$ cat config.mk
export PLATFORM = sky130hd
export DESIGN_NAME = vcm_monitor_sink
export DESIGN_NICKNAME = d
export VERILOG_FILES = /design/src/design/vcm_pkg.sv /design/src/design/vcm_trace_mem.sv /design/src/design/vcm_monitor_sink.sv
export SDC_FILE = /design/constraint.sdc
export NUM_CORES = 1
export LEC_CHECK = 0
export ABC_AREA = 0
export CAP_MARGIN = 10
export CORE_MARGIN = 10
export CORE_UTILIZATION = 28
export CTS_CLUSTER_SIZE = 20
export DETAILED_ROUTE_END_ITERATION = 16
export DONT_BUFFER_PORTS = 1
export PLACE_DENSITY_LB_ADDON = 0.12
export SKIP_LAST_GASP = 1
export SLEW_MARGIN = 25
export SYNTH_ARGS = -nofsm -noshare
export SYNTH_HDL_FRONTEND = slang
export SYNTH_SLANG_ARGS = --single-unit
$ cat constraint.sdc
create_clock -name pclk -period 6.3 [get_ports pclk]
set_input_delay 1.26 -clock pclk [delete_from_list [all_inputs] [get_ports pclk]]
set_output_delay 1.26 -clock pclk [all_outputs]
set_load 0.03 [all_outputs]
$ cat src/design/vcm_pkg.sv
// Purpose: Shared constants and types of the VC-4 path monitor
// Assumes: Byte-wide stream, frame start on the first (trace) byte
// Notes:   Offsets are APB byte addresses
package vcm_pkg;
  // ----------------------------------------
  // Frame geometry and overhead positions
  // ----------------------------------------
  localparam int VC4_COLS  = 261;
  localparam int VC4_ROWS  = 9;
  localparam int POS_B3    = 261;
  localparam int POS_C2    = 522;
  localparam int POS_G1    = 783;
  localparam int TRACE_LEN = 16;
  // ----------------------------------------
  // Persistence counts, in frames and multiframes
  // ----------------------------------------
  localparam int PERSIST     = 5;
  localparam int TIM_PERSIST = 3;
  // ----------------------------------------
  // Byte patterns, G1 and J1 fields
  // ----------------------------------------
  localparam logic [7:0] LABEL_ALL_ONES = 8'hFF;
  localparam logic [7:0] LABEL_UNEQ     = 8'h00;
  localparam logic [3:0] REI_MAX_ERR    = 4'h8;
  localparam int         G1_RDI_BIT     = 3;
  localparam int         J1_ALIGN_BIT   = 7;
  // ----------------------------------------
  // Register offsets, fields, reset values
  // ----------------------------------------
  localparam logic [7:0] OFF_CTRL   = 8'h00;
  localparam logic [7:0] OFF_DEG    = 8'h04;
  localparam logic [7:0] OFF_STATUS = 8'h08;
  localparam logic [7:0] OFF_PM     = 8'h0C;
  localparam logic [7:0] OFF_EXP    = 8'h10;
  localparam logic [7:0] OFF_ACC    = 8'h40;
  localparam int CTRL_MON  = 0;
  localparam int CTRL_SSFR = 1;
  localparam int CTRL_RDIR = 2;
  localparam int CTRL_TIMD = 3;
  localparam int CTRL_EXPM = 4;
  localparam int DEG_M_LSB = 16;
  localparam logic [31:0] CTRL_RST = 32'h0000_0000;
  localparam logic [31:0] DEG_RST  = 32'h0000_0000;
  // ----------------------------------------
  // Carriers
  // ----------------------------------------
  typedef struct packed {
    logic [7:0] data;
    logic       clk;
    logic       fs;
    logic       ssf;
  } vcm_stream_type;
  typedef struct packed {
    logic ssf;
    logic rdi;
    logic deg;
    logic tim;
    logic uneq;
  } vcm_cause_type;
endpackage

$ cat src/design/vcm_trace_mem.sv
// Purpose: Small store for the accepted trace bytes
// Assumes: One write and one read port on one clock
// Notes:   Read data comes out of a register, one cycle late
`timescale 1ns/1ns
`default_nettype none
module vcm_trace_mem #(
  parameter int WIDTH = 8,
  parameter int DEPTH = 16
) (
  input  wire logic                     clk,
  input  wire logic                     rst_n,
  input  wire logic                     wr_en,
  input  wire logic [$clog2(DEPTH)-1:0] wr_addr,
  input  wire logic [WIDTH-1:0]         wr_data,
  input  wire logic [$clog2(DEPTH)-1:0] rd_addr,
  output var  logic [WIDTH-1:0]         rd_data
);
  logic [WIDTH-1:0] mem [DEPTH];

  // Array write
  always_ff @(posedge clk) begin
    if (wr_en) begin
      mem[wr_addr] <= wr_data;
    end
  end

  // Registered read
  always_ff @(posedge clk or negedge rst_n) begin
    if (!rst_n) begin
      rd_data <= '0;
    end else begin
      rd_data <= mem[rd_addr];
    end
  end
endmodule // vcm_trace_mem
`default_nettype wire

$ cat src/design/vcm_monitor_sink.sv
// Purpose: Non-intrusive VC-4 path monitor with APB management
// Assumes: Stream pins are asynchronous to pclk, byte rate well below pclk/4
// Notes:   Stream is resampled and passed on unaltered, a few pclk later
//
// The placing of the registers and the APB slave port were left to the implementer.
`timescale 1ns/1ns
`default_nettype none
module vcm_monitor_sink #(
  parameter int COLS = vcm_pkg::VC4_COLS,
  parameter int ROWS = vcm_pkg::VC4_ROWS
) (
  input  wire logic                   pclk,
  input  wire logic                   presetn,
  input  wire logic                   psel,
  input  wire logic                   penable,
  input  wire logic                   pwrite,
  input  wire logic [7:0]             paddr,
  input  wire logic [31:0]            pwdata,
  output var  logic [31:0]            prdata,
  output var  logic                   pready,
  output var  logic                   pslverr,
  input  wire vcm_pkg::vcm_stream_type in_stream,
  input  wire logic                   one_second_tick,
  input  wire logic                   equipment_defect,
  output var  vcm_pkg::vcm_stream_type out_stream,
  output var  logic                   trail_signal_fail,
  output var  logic                   trail_signal_degrade,
  output var  vcm_pkg::vcm_cause_type fault_cause
);
  localparam int FRAME = COLS * ROWS;
  // ----------------------------------------
  // Elaboration checks
  // ----------------------------------------
  if (FRAME >= 4096 || FRAME <= vcm_pkg::POS_G1) begin : g_bad_geom
    $error("frame size not served by the position counter");
  end

  // ----------------------------------------
  // Stream synchroniser and pass-through
  // ----------------------------------------
  vcm_pkg::vcm_stream_type s1, s2;
  logic clk_q;
  wire byte_stb = s2.clk & ~clk_q;

  // Two-flop sampling of the stream pins
  always_ff @(posedge pclk or negedge presetn) begin
    if (!presetn) begin
      s1 <= '0;
      s2 <= '0;
      clk_q <= 1'b0;
    end else begin
      s1 <= in_stream;
      s2 <= s1;
      clk_q <= s2.clk;
    end
  end

  always_ff @(posedge pclk or negedge presetn) begin
    if (!presetn) begin
      out_stream <= '0;
    end else begin
      out_stream <= s2;
    end
  end

  // ----------------------------------------
  // Registers
  // ----------------------------------------
  logic [31:0]  ctrl, deg_cfg;
  logic [127:0] exp_trace;
  logic [4:0]   ddef;                 // ais, uneq, tim, deg, rdi
  logic [15:0]  near_acc, far_acc, near_block_count, far_block_count;
  logic         near_defect_second, far_defect_second;
  wire mon          = ctrl[vcm_pkg::CTRL_MON];  // qualifier
  wire tim_dis      = ctrl[vcm_pkg::CTRL_TIMD];
  wire path_alarm   = ddef[4];
  wire unequipped   = ddef[3];
  wire mismatch     = ddef[2];
  wire degraded     = ddef[1];
  wire remote       = ddef[0];
  wire ssf_now      = s2.ssf;
  wire fail_or_ais  = ssf_now | path_alarm;

  // ----------------------------------------
  // Frame position, parity, overhead capture
  // ----------------------------------------
  logic [11:0] pos;
  logic [7:0]  bip_acc, prev_bip;
  logic        seen_fs, bip_valid;
  wire  [11:0] cur_pos = s2.fs ? 12'h000 :
                         (pos == 12'(FRAME - 1)) ? 12'h000 : 12'(pos + 12'h001);
  wire at_j1 = byte_stb & s2.fs;
  wire at_b3 = byte_stb & (cur_pos == 12'(vcm_pkg::POS_B3));
  wire at_c2 = byte_stb & (cur_pos == 12'(vcm_pkg::POS_C2));
  wire at_g1 = byte_stb & (cur_pos == 12'(vcm_pkg::POS_G1));
  // compare B3 with parity of the previous frame
  wire near_ev = at_b3 & bip_valid & (s2.data != prev_bip);
  // codes one to eight count one block; low bits unused here, bit 3 is remote
  wire [3:0] rei   = s2.data[7:4];
  wire far_ev      = at_g1 & (rei != 4'h0) & (rei <= vcm_pkg::REI_MAX_ERR);

  always_ff @(posedge pclk or negedge presetn) begin
    if (!presetn) begin
      pos <= '0;
      bip_acc <= '0;
      prev_bip <= '0;
      seen_fs <= 1'b0;
      bip_valid <= 1'b0;
    end else if (byte_stb) begin
      pos <= cur_pos;
      bip_acc <= s2.fs ? s2.data : (bip_acc ^ s2.data);
      if (s2.fs) begin
        prev_bip <= bip_acc;
        seen_fs <= 1'b1;
        bip_valid <= seen_fs;
      end
    end
  end

  // ----------------------------------------
  // Trace recovery and mismatch
  // ----------------------------------------
  logic [3:0] tr_idx;
  logic       mm_acc;
  wire  [3:0] next_idx = s2.data[vcm_pkg::J1_ALIGN_BIT] ? 4'h0 : 4'(tr_idx + 4'h1);
  wire  [7:0] exp_byte = exp_trace[{next_idx, 3'b000} +: 8];
  wire        byte_chk = ~ctrl[vcm_pkg::CTRL_EXPM] | (next_idx == 4'h0);
  wire        byte_bad = byte_chk & (s2.data != exp_byte);
  wire        mf_end   = at_j1 & (next_idx == 4'h0);
  wire [7:0]  acc_rd;

  always_ff @(posedge pclk or negedge presetn) begin
    if (!presetn) begin
      tr_idx <= '0;
      mm_acc <= 1'b0;
    end else if (at_j1) begin
      tr_idx <= next_idx;
      mm_acc <= mf_end ? byte_bad : (mm_acc | byte_bad);
    end
  end

  // accepted trace store, read by management
  vcm_trace_mem #(.WIDTH(8), .DEPTH(vcm_pkg::TRACE_LEN)) u_trace (
    .clk     (pclk),
    .rst_n   (presetn),
    .wr_en   (at_j1),
    .wr_addr (next_idx),
    .wr_data (s2.data),
    .rd_addr (paddr[5:2]),
    .rd_data (acc_rd)
  );

  // ----------------------------------------
  // Persistence filters: ais, uneq, tim, rdi
  // ----------------------------------------
  logic [3:0] f_stb, f_hit, f_kill, f_st;
  logic [2:0] f_cnt [4];
  // label drives alarm and unequipped; bit 3 is remote
  assign f_stb  = {at_c2, at_c2, mf_end, at_g1};
  assign f_hit  = {s2.data == vcm_pkg::LABEL_ALL_ONES, s2.data == vcm_pkg::LABEL_UNEQ,
                   mm_acc, s2.data[vcm_pkg::G1_RDI_BIT]};
  // fail or alarm clears uneq, tim and rdi; disable clears mismatch
  assign f_kill = {1'b0, fail_or_ais, fail_or_ais | tim_dis, fail_or_ais};

  for (genvar i = 0; i < 4; i++) begin : g_filt
    localparam logic [2:0] LIM = (i == 1) ? 3'(vcm_pkg::TIM_PERSIST - 1) : 3'(vcm_pkg::PERSIST - 1);
    always_ff @(posedge pclk or negedge presetn) begin
      if (!presetn) begin
        f_st[i] <= 1'b0;
        f_cnt[i] <= '0;
      end else if (f_kill[i]) begin
        f_st[i] <= 1'b0;
        f_cnt[i] <= '0;
      end else if (f_stb[i]) begin
        if (f_hit[i] != f_st[i]) begin
          f_st[i] <= (f_cnt[i] == LIM) ? f_hit[i] : f_st[i];
          f_cnt[i] <= (f_cnt[i] == LIM) ? 3'h0 : 3'(f_cnt[i] + 3'h1);
        end else begin
          f_cnt[i] <= '0;
        end
      end
    end
  end

  // ----------------------------------------
  // Degrade and one-second monitoring
  // ----------------------------------------
  logic [3:0] deg_run;
  logic       deg_st, ssf_sec, ns_acc, fs_acc;
  wire [15:0] deg_thr   = deg_cfg[15:0];
  wire [3:0]  deg_m     = deg_cfg[vcm_pkg::DEG_M_LSB +: 4];
  wire [15:0] near_next = 16'(near_acc + {15'h0000, near_ev});
  wire [15:0] far_next  = 16'(far_acc + {15'h0000, far_ev});
  wire        bad_sec   = (deg_thr != 16'h0000) & (near_next >= deg_thr);
  wire        tsf_now   = fail_or_ais | unequipped | mismatch;
  wire        run_done  = (4'(deg_run + 4'h1) >= deg_m);

  // degraded over consecutive seconds, failed seconds skipped
  always_ff @(posedge pclk or negedge presetn) begin
    if (!presetn) begin
      deg_run <= '0;
      deg_st <= 1'b0;
      ssf_sec <= 1'b0;
    end else if (one_second_tick) begin
      ssf_sec <= fail_or_ais;
      if (!(ssf_sec | fail_or_ais) && deg_m != 4'h0) begin
        if (bad_sec != deg_st) begin
          deg_st <= run_done ? bad_sec : deg_st;
          deg_run <= run_done ? 4'h0 : 4'(deg_run + 4'h1);
        end else begin
          deg_run <= '0;
        end
      end
    end else begin
      ssf_sec <= ssf_sec | fail_or_ais;
    end
  end

  always_ff @(posedge pclk or negedge presetn) begin
    if (!presetn) begin
      near_acc <= '0;
      far_acc <= '0;
      ns_acc <= 1'b0;
      fs_acc <= 1'b0;
      near_block_count <= '0;
      far_block_count <= '0;
      near_defect_second <= 1'b0;
      far_defect_second <= 1'b0;
    end else if (one_second_tick) begin
      near_block_count <= near_next;
      far_block_count <= far_next;
      near_defect_second <= ns_acc | tsf_now | equipment_defect;
      far_defect_second <= fs_acc | remote;
      near_acc <= '0;
      far_acc <= '0;
      ns_acc <= 1'b0;
      fs_acc <= 1'b0;
    end else begin
      near_acc <= near_next;       // one block per frame
      far_acc <= far_next;
      ns_acc <= ns_acc | tsf_now | equipment_defect;
      fs_acc <= fs_acc | remote;
    end
  end

  // ----------------------------------------
  // Defect, consequent actions, fault causes
  // ----------------------------------------
  // actions and causes
  always_ff @(posedge pclk or negedge presetn) begin
    if (!presetn) begin
      ddef <= '0;
      trail_signal_fail <= 1'b0;
      trail_signal_degrade <= 1'b0;
      fault_cause <= '0;
    end else begin
      ddef <= {f_st[3], f_st[2], f_st[1], deg_st, f_st[0]};
      trail_signal_fail <= tsf_now;
      trail_signal_degrade <= degraded;
      fault_cause.ssf <= mon & ctrl[vcm_pkg::CTRL_SSFR] & fail_or_ais;
      fault_cause.rdi <= mon & ctrl[vcm_pkg::CTRL_RDIR] & remote & ~unequipped & ~mismatch;
      fault_cause.deg <= mon & degraded & ~mismatch;
      fault_cause.tim <= mon & mismatch & ~unequipped;
      fault_cause.uneq <= mon & unequipped;
    end
  end

  // ----------------------------------------
  // APB slave, one wait state on every access
  // ----------------------------------------
  wire acc_fire = psel & penable & pready;
  wire wr_fire  = acc_fire & pwrite;
  wire is_exp   = (paddr[7:4] == vcm_pkg::OFF_EXP[7:4]);
  wire is_acc   = (paddr[7:6] == vcm_pkg::OFF_ACC[7:6]);
  wire is_ctrl  = (paddr == vcm_pkg::OFF_CTRL);
  wire is_deg   = (paddr == vcm_pkg::OFF_DEG);
  wire is_stat  = (paddr == vcm_pkg::OFF_STATUS);
  wire is_pm    = (paddr == vcm_pkg::OFF_PM);
  wire ro_hit   = is_stat | is_pm | is_acc;
  wire wr_hit   = is_ctrl | is_deg | is_exp;
  wire bad_addr = ~(ro_hit | wr_hit) | (paddr[1:0] != 2'b00);
  wire [31:0] stat_word = {18'h00000, trail_signal_degrade, trail_signal_fail,
                           fault_cause, ddef, near_defect_second, far_defect_second};
  wire [31:0] rd_word = is_ctrl ? ctrl :
                        is_deg  ? deg_cfg :
                        is_stat ? stat_word :
                        is_pm   ? {far_block_count, near_block_count} :
                        is_exp  ? exp_trace[{paddr[3:2], 5'b00000} +: 32] :
                        is_acc  ? {24'h000000, acc_rd} : 32'h0000_0000;

  // Answer in the second access cycle
  always_ff @(posedge pclk or negedge presetn) begin
    if (!presetn) begin
      pready <= 1'b0;
      pslverr <= 1'b0;
      prdata <= '0;
    end else begin
      pready <= psel & penable & ~pready;
      pslverr <= psel & penable & ~pready & bad_addr;
      prdata <= (psel & penable & ~pready & ~pwrite & ~bad_addr) ? rd_word : 32'h0000_0000;
    end
  end

  always_ff @(posedge pclk or negedge presetn) begin
    if (!presetn) begin
      ctrl <= vcm_pkg::CTRL_RST;
      deg_cfg <= vcm_pkg::DEG_RST;
      exp_trace <= '0;
    end else if (wr_fire & ~bad_addr) begin
      if (is_ctrl) ctrl <= {27'h0000000, pwdata[4:0]};
      if (is_deg) deg_cfg <= {12'h000, pwdata[19:0]};
      if (is_exp) exp_trace[{paddr[3:2], 5'b00000} +: 32] <= pwdata;
    end
  end
endmodule // vcm_monitor_sink
`default_nettype wire

==> impl_metrics.toml <==
[timing]
setup_viol_count_final = 0
clock_skew_ns = 0.0333
finalMaxSlewViolations = 119
setup-tns-final_ns = 0
max_slew_margin_pct = -17.0
hold_ws_ns = 0.337
hold_viol_final = 0
tightest_slew_ns = 1.76
max_freq_mhz = 176
rsz0062_at_grt = "false"
period_share_pct = 90.3
finalCriticalPeriod_ns = 5.69

[placed_design]
dpl_cell_area_mm2 = 0.0233
place.gp.congestion = 0.815
buffer_ports.inserted = 0
place_hpwl_um = 46100

[yosys]
syn_avg_cell_area_um2 = 11.8
syn_inst = 1882
yosysSeqAreaShare_pct = 58.5
syn_area_mm2 = 0.0222
syn_nets = 1980
synth_edf_count = 128
synthArstFlopShare_pct = 74.0
ys_types = 63
ys.flop_type = "dfrtp_1"
ys_warn_count = 0
ys_seq_elements = 493

[pwr]
irDropWorstVdd_mv = 0.206
p_total_mw = 7.41
powerDensity_mw_per_mm2 = 293
p_leak_nw = 10.1

[outcome]
violations = "max-slew violations"
status = "complete, but fails checks"

[detailed_routing]
via_count = 14500
antenna_left = 0
routed_wirelength_um = 69900
first_pass_iters = 5
drtIter0Drc = 911
vias_per_cell = 4.90
wire_per_inst_um = 23.6
drc = 0

[cts]
cts_buffers = 58
cts_tree = "done"
htreeDepth = 2
cts_buffer_depth = 3
hold_buffers = 0
cts_root_buf = "clkbuf_16"
clock-sinks = 493
clk_pin_slew_ns = 0.06
clk-insertion-delay-late_ns = 0.63

[setup_path]
crit_type = "register to register"
required_ns = 6.80
crit_path_end_kind = "register"
cp_max_fo = 14
start_kind = "register"
arrival_ns = 6.19

[floorplan]
die_h_um = 301
die_w_um = 301
start_util_pct = 28.2
ioPinCount = 110
fp.dieArea_mm2 = 0.0909
core_mm2 = 0.0787
num_rows = 103

[cells_and_area]
design_area_mm2 = 0.0253
layout_common_cells = "dfrtp_1, nand2_1, o21ai_0"
drive_above_1_share_pct = 14.7
final_common_cell = "dfrtp_1"
area.growth.synth_to_final_pct = 14.1
utilization_pct = 32.1
nNetsFinal = 1957

[job]
cap_violations = 0

[min_path]
worstHoldPathType = "input port to asynchronous set/reset pin"

[global_route]
track_usage_pct = 15.2
grt_pass1_vias = 15000
antenna_found_initial = 0
grt_pass1_wl_um = 104000
grt_max_degree = 366
overflow = 0
[kinds of logic after synthesis]
family	Yosys count	share of synthesized area, %
AO/OA/AOI/OAI	349	9.29
adder cells (fa/ha/maj)	40	2.26
AND/OR/NAND/NOR	643	12.7
multiplexers	132	12.0
buffers and inverters	166	2.97
flip-flops	493	58.5
XOR/XNOR	59	2.33
[report_power, final]
| group | switching, mW | internal [mW] |
|---|---|---|
| combinational | 0.261 | 0.210 |
| sequential | 0.0947 | 3.37 |
| clock | 1.41 | 2.06 |
| total | 1.76 | 5.65 |
[metal layers]
metal / track usage (%) / up-vias / wire (µm)
li1: - / 6678 / -
met1: 19.3 / 7346 / 29600
met2: 24.7 / 371 / 33200
met3: 4.17 / 98 / 4790
met4: 5.28 / 0 / 2310
met5: 0 / - / 0
[per-stage QoR]
step | cells | setup slack, ns
global placement | 2849 | 0.484
finish | 2957 | 0.614
floorplan | 1882 | 1.28
CTS | 2956 | 0.313
global route | 2956 | 0.0817
detailed placement | 2849 | 0.361
[Yosys cell counts (25+ instances only)]
library cell	n	area share [%]
nor2_1	143	2.4
a21oi_1	56	1.3
edfxtp_1	128	17
ha_1	40	2.3
clkbuf_1	83	1.4
dfrtp_1	365	41
nand3_1	25	0.56
xnor2_1	37	1.5
inv_1	51	0.86
o21ai_0	186	4.2
mux4_2	104	11
nand2_1	351	5.9
[repair_timing]
| action | 4_1_cts | 5_1_grt |
|---|---|---|
| buffers inserted | 0 | 0 |
| endpoints found under the setup margin | 0 | 4 |
| gates resized for setup | 0 | 2 |
[critical path, stage by stage, from the launching register on]
cell	delay (ns)
dfrtp_1	0.48
inv_1	0.08
ha_1	0.20
and4_1	0.18
a31o_2	0.30
nand2b_1	0.19
nor2_1	0.14
or4b_1	0.49
nor4_2	0.36
ha_1	0.30
ha_1	0.24
and3_1	0.24
nand3_1	0.16
nor2_1	0.14
xnor2_1	0.18
inv_1	0.08
ha_1	0.28
and4_1	0.15
o2111ai_1	0.09
a21oi_1	0.07
a211o_1	0.32
a41oi_1	0.29
xnor2_1	0.20
nor3_2	0.10
a221o_1	0.30
[final cells by class]
cell class              count  area [µm²]
flip-flops and latches    493       13000
well taps                1050        1310
diodes                      1        2.50
fillers                  7884       53400
clock buffers              77        1630
repair buffers             32         240
inverters                  51         191
multi-input cells        1223        8600
clock inverters            30         339
[registers in the layout (all words and copies together) (netlist names), 11 cells and up]
name              flops
exp_trace           128
u_trace.mem         128
prdata               32
deg_cfg              20
far_acc              16
far_block_count      16
near_acc             16
near_block_count     16
f_cnt                12
pos                  12
out_stream           11
s1                   11
[worst paths after layout]
kind                          from           to  slack (ns)  depth (start not counted)
min in group pclk            s1[2]        s2[2]        0.35                          0
hold / removal             presetn  far_acc[14]        0.34                          0
hold reg to reg              s1[2]        s2[2]        0.35                          0
setup reg to reg            pos[0]   deg_run[2]        0.61                         24
max in group asynchronous  presetn      pos[10]        4.55                          0
setup / recovery            pos[0]   deg_run[2]        0.61                         24
Power figures use the tool's default switching activity.
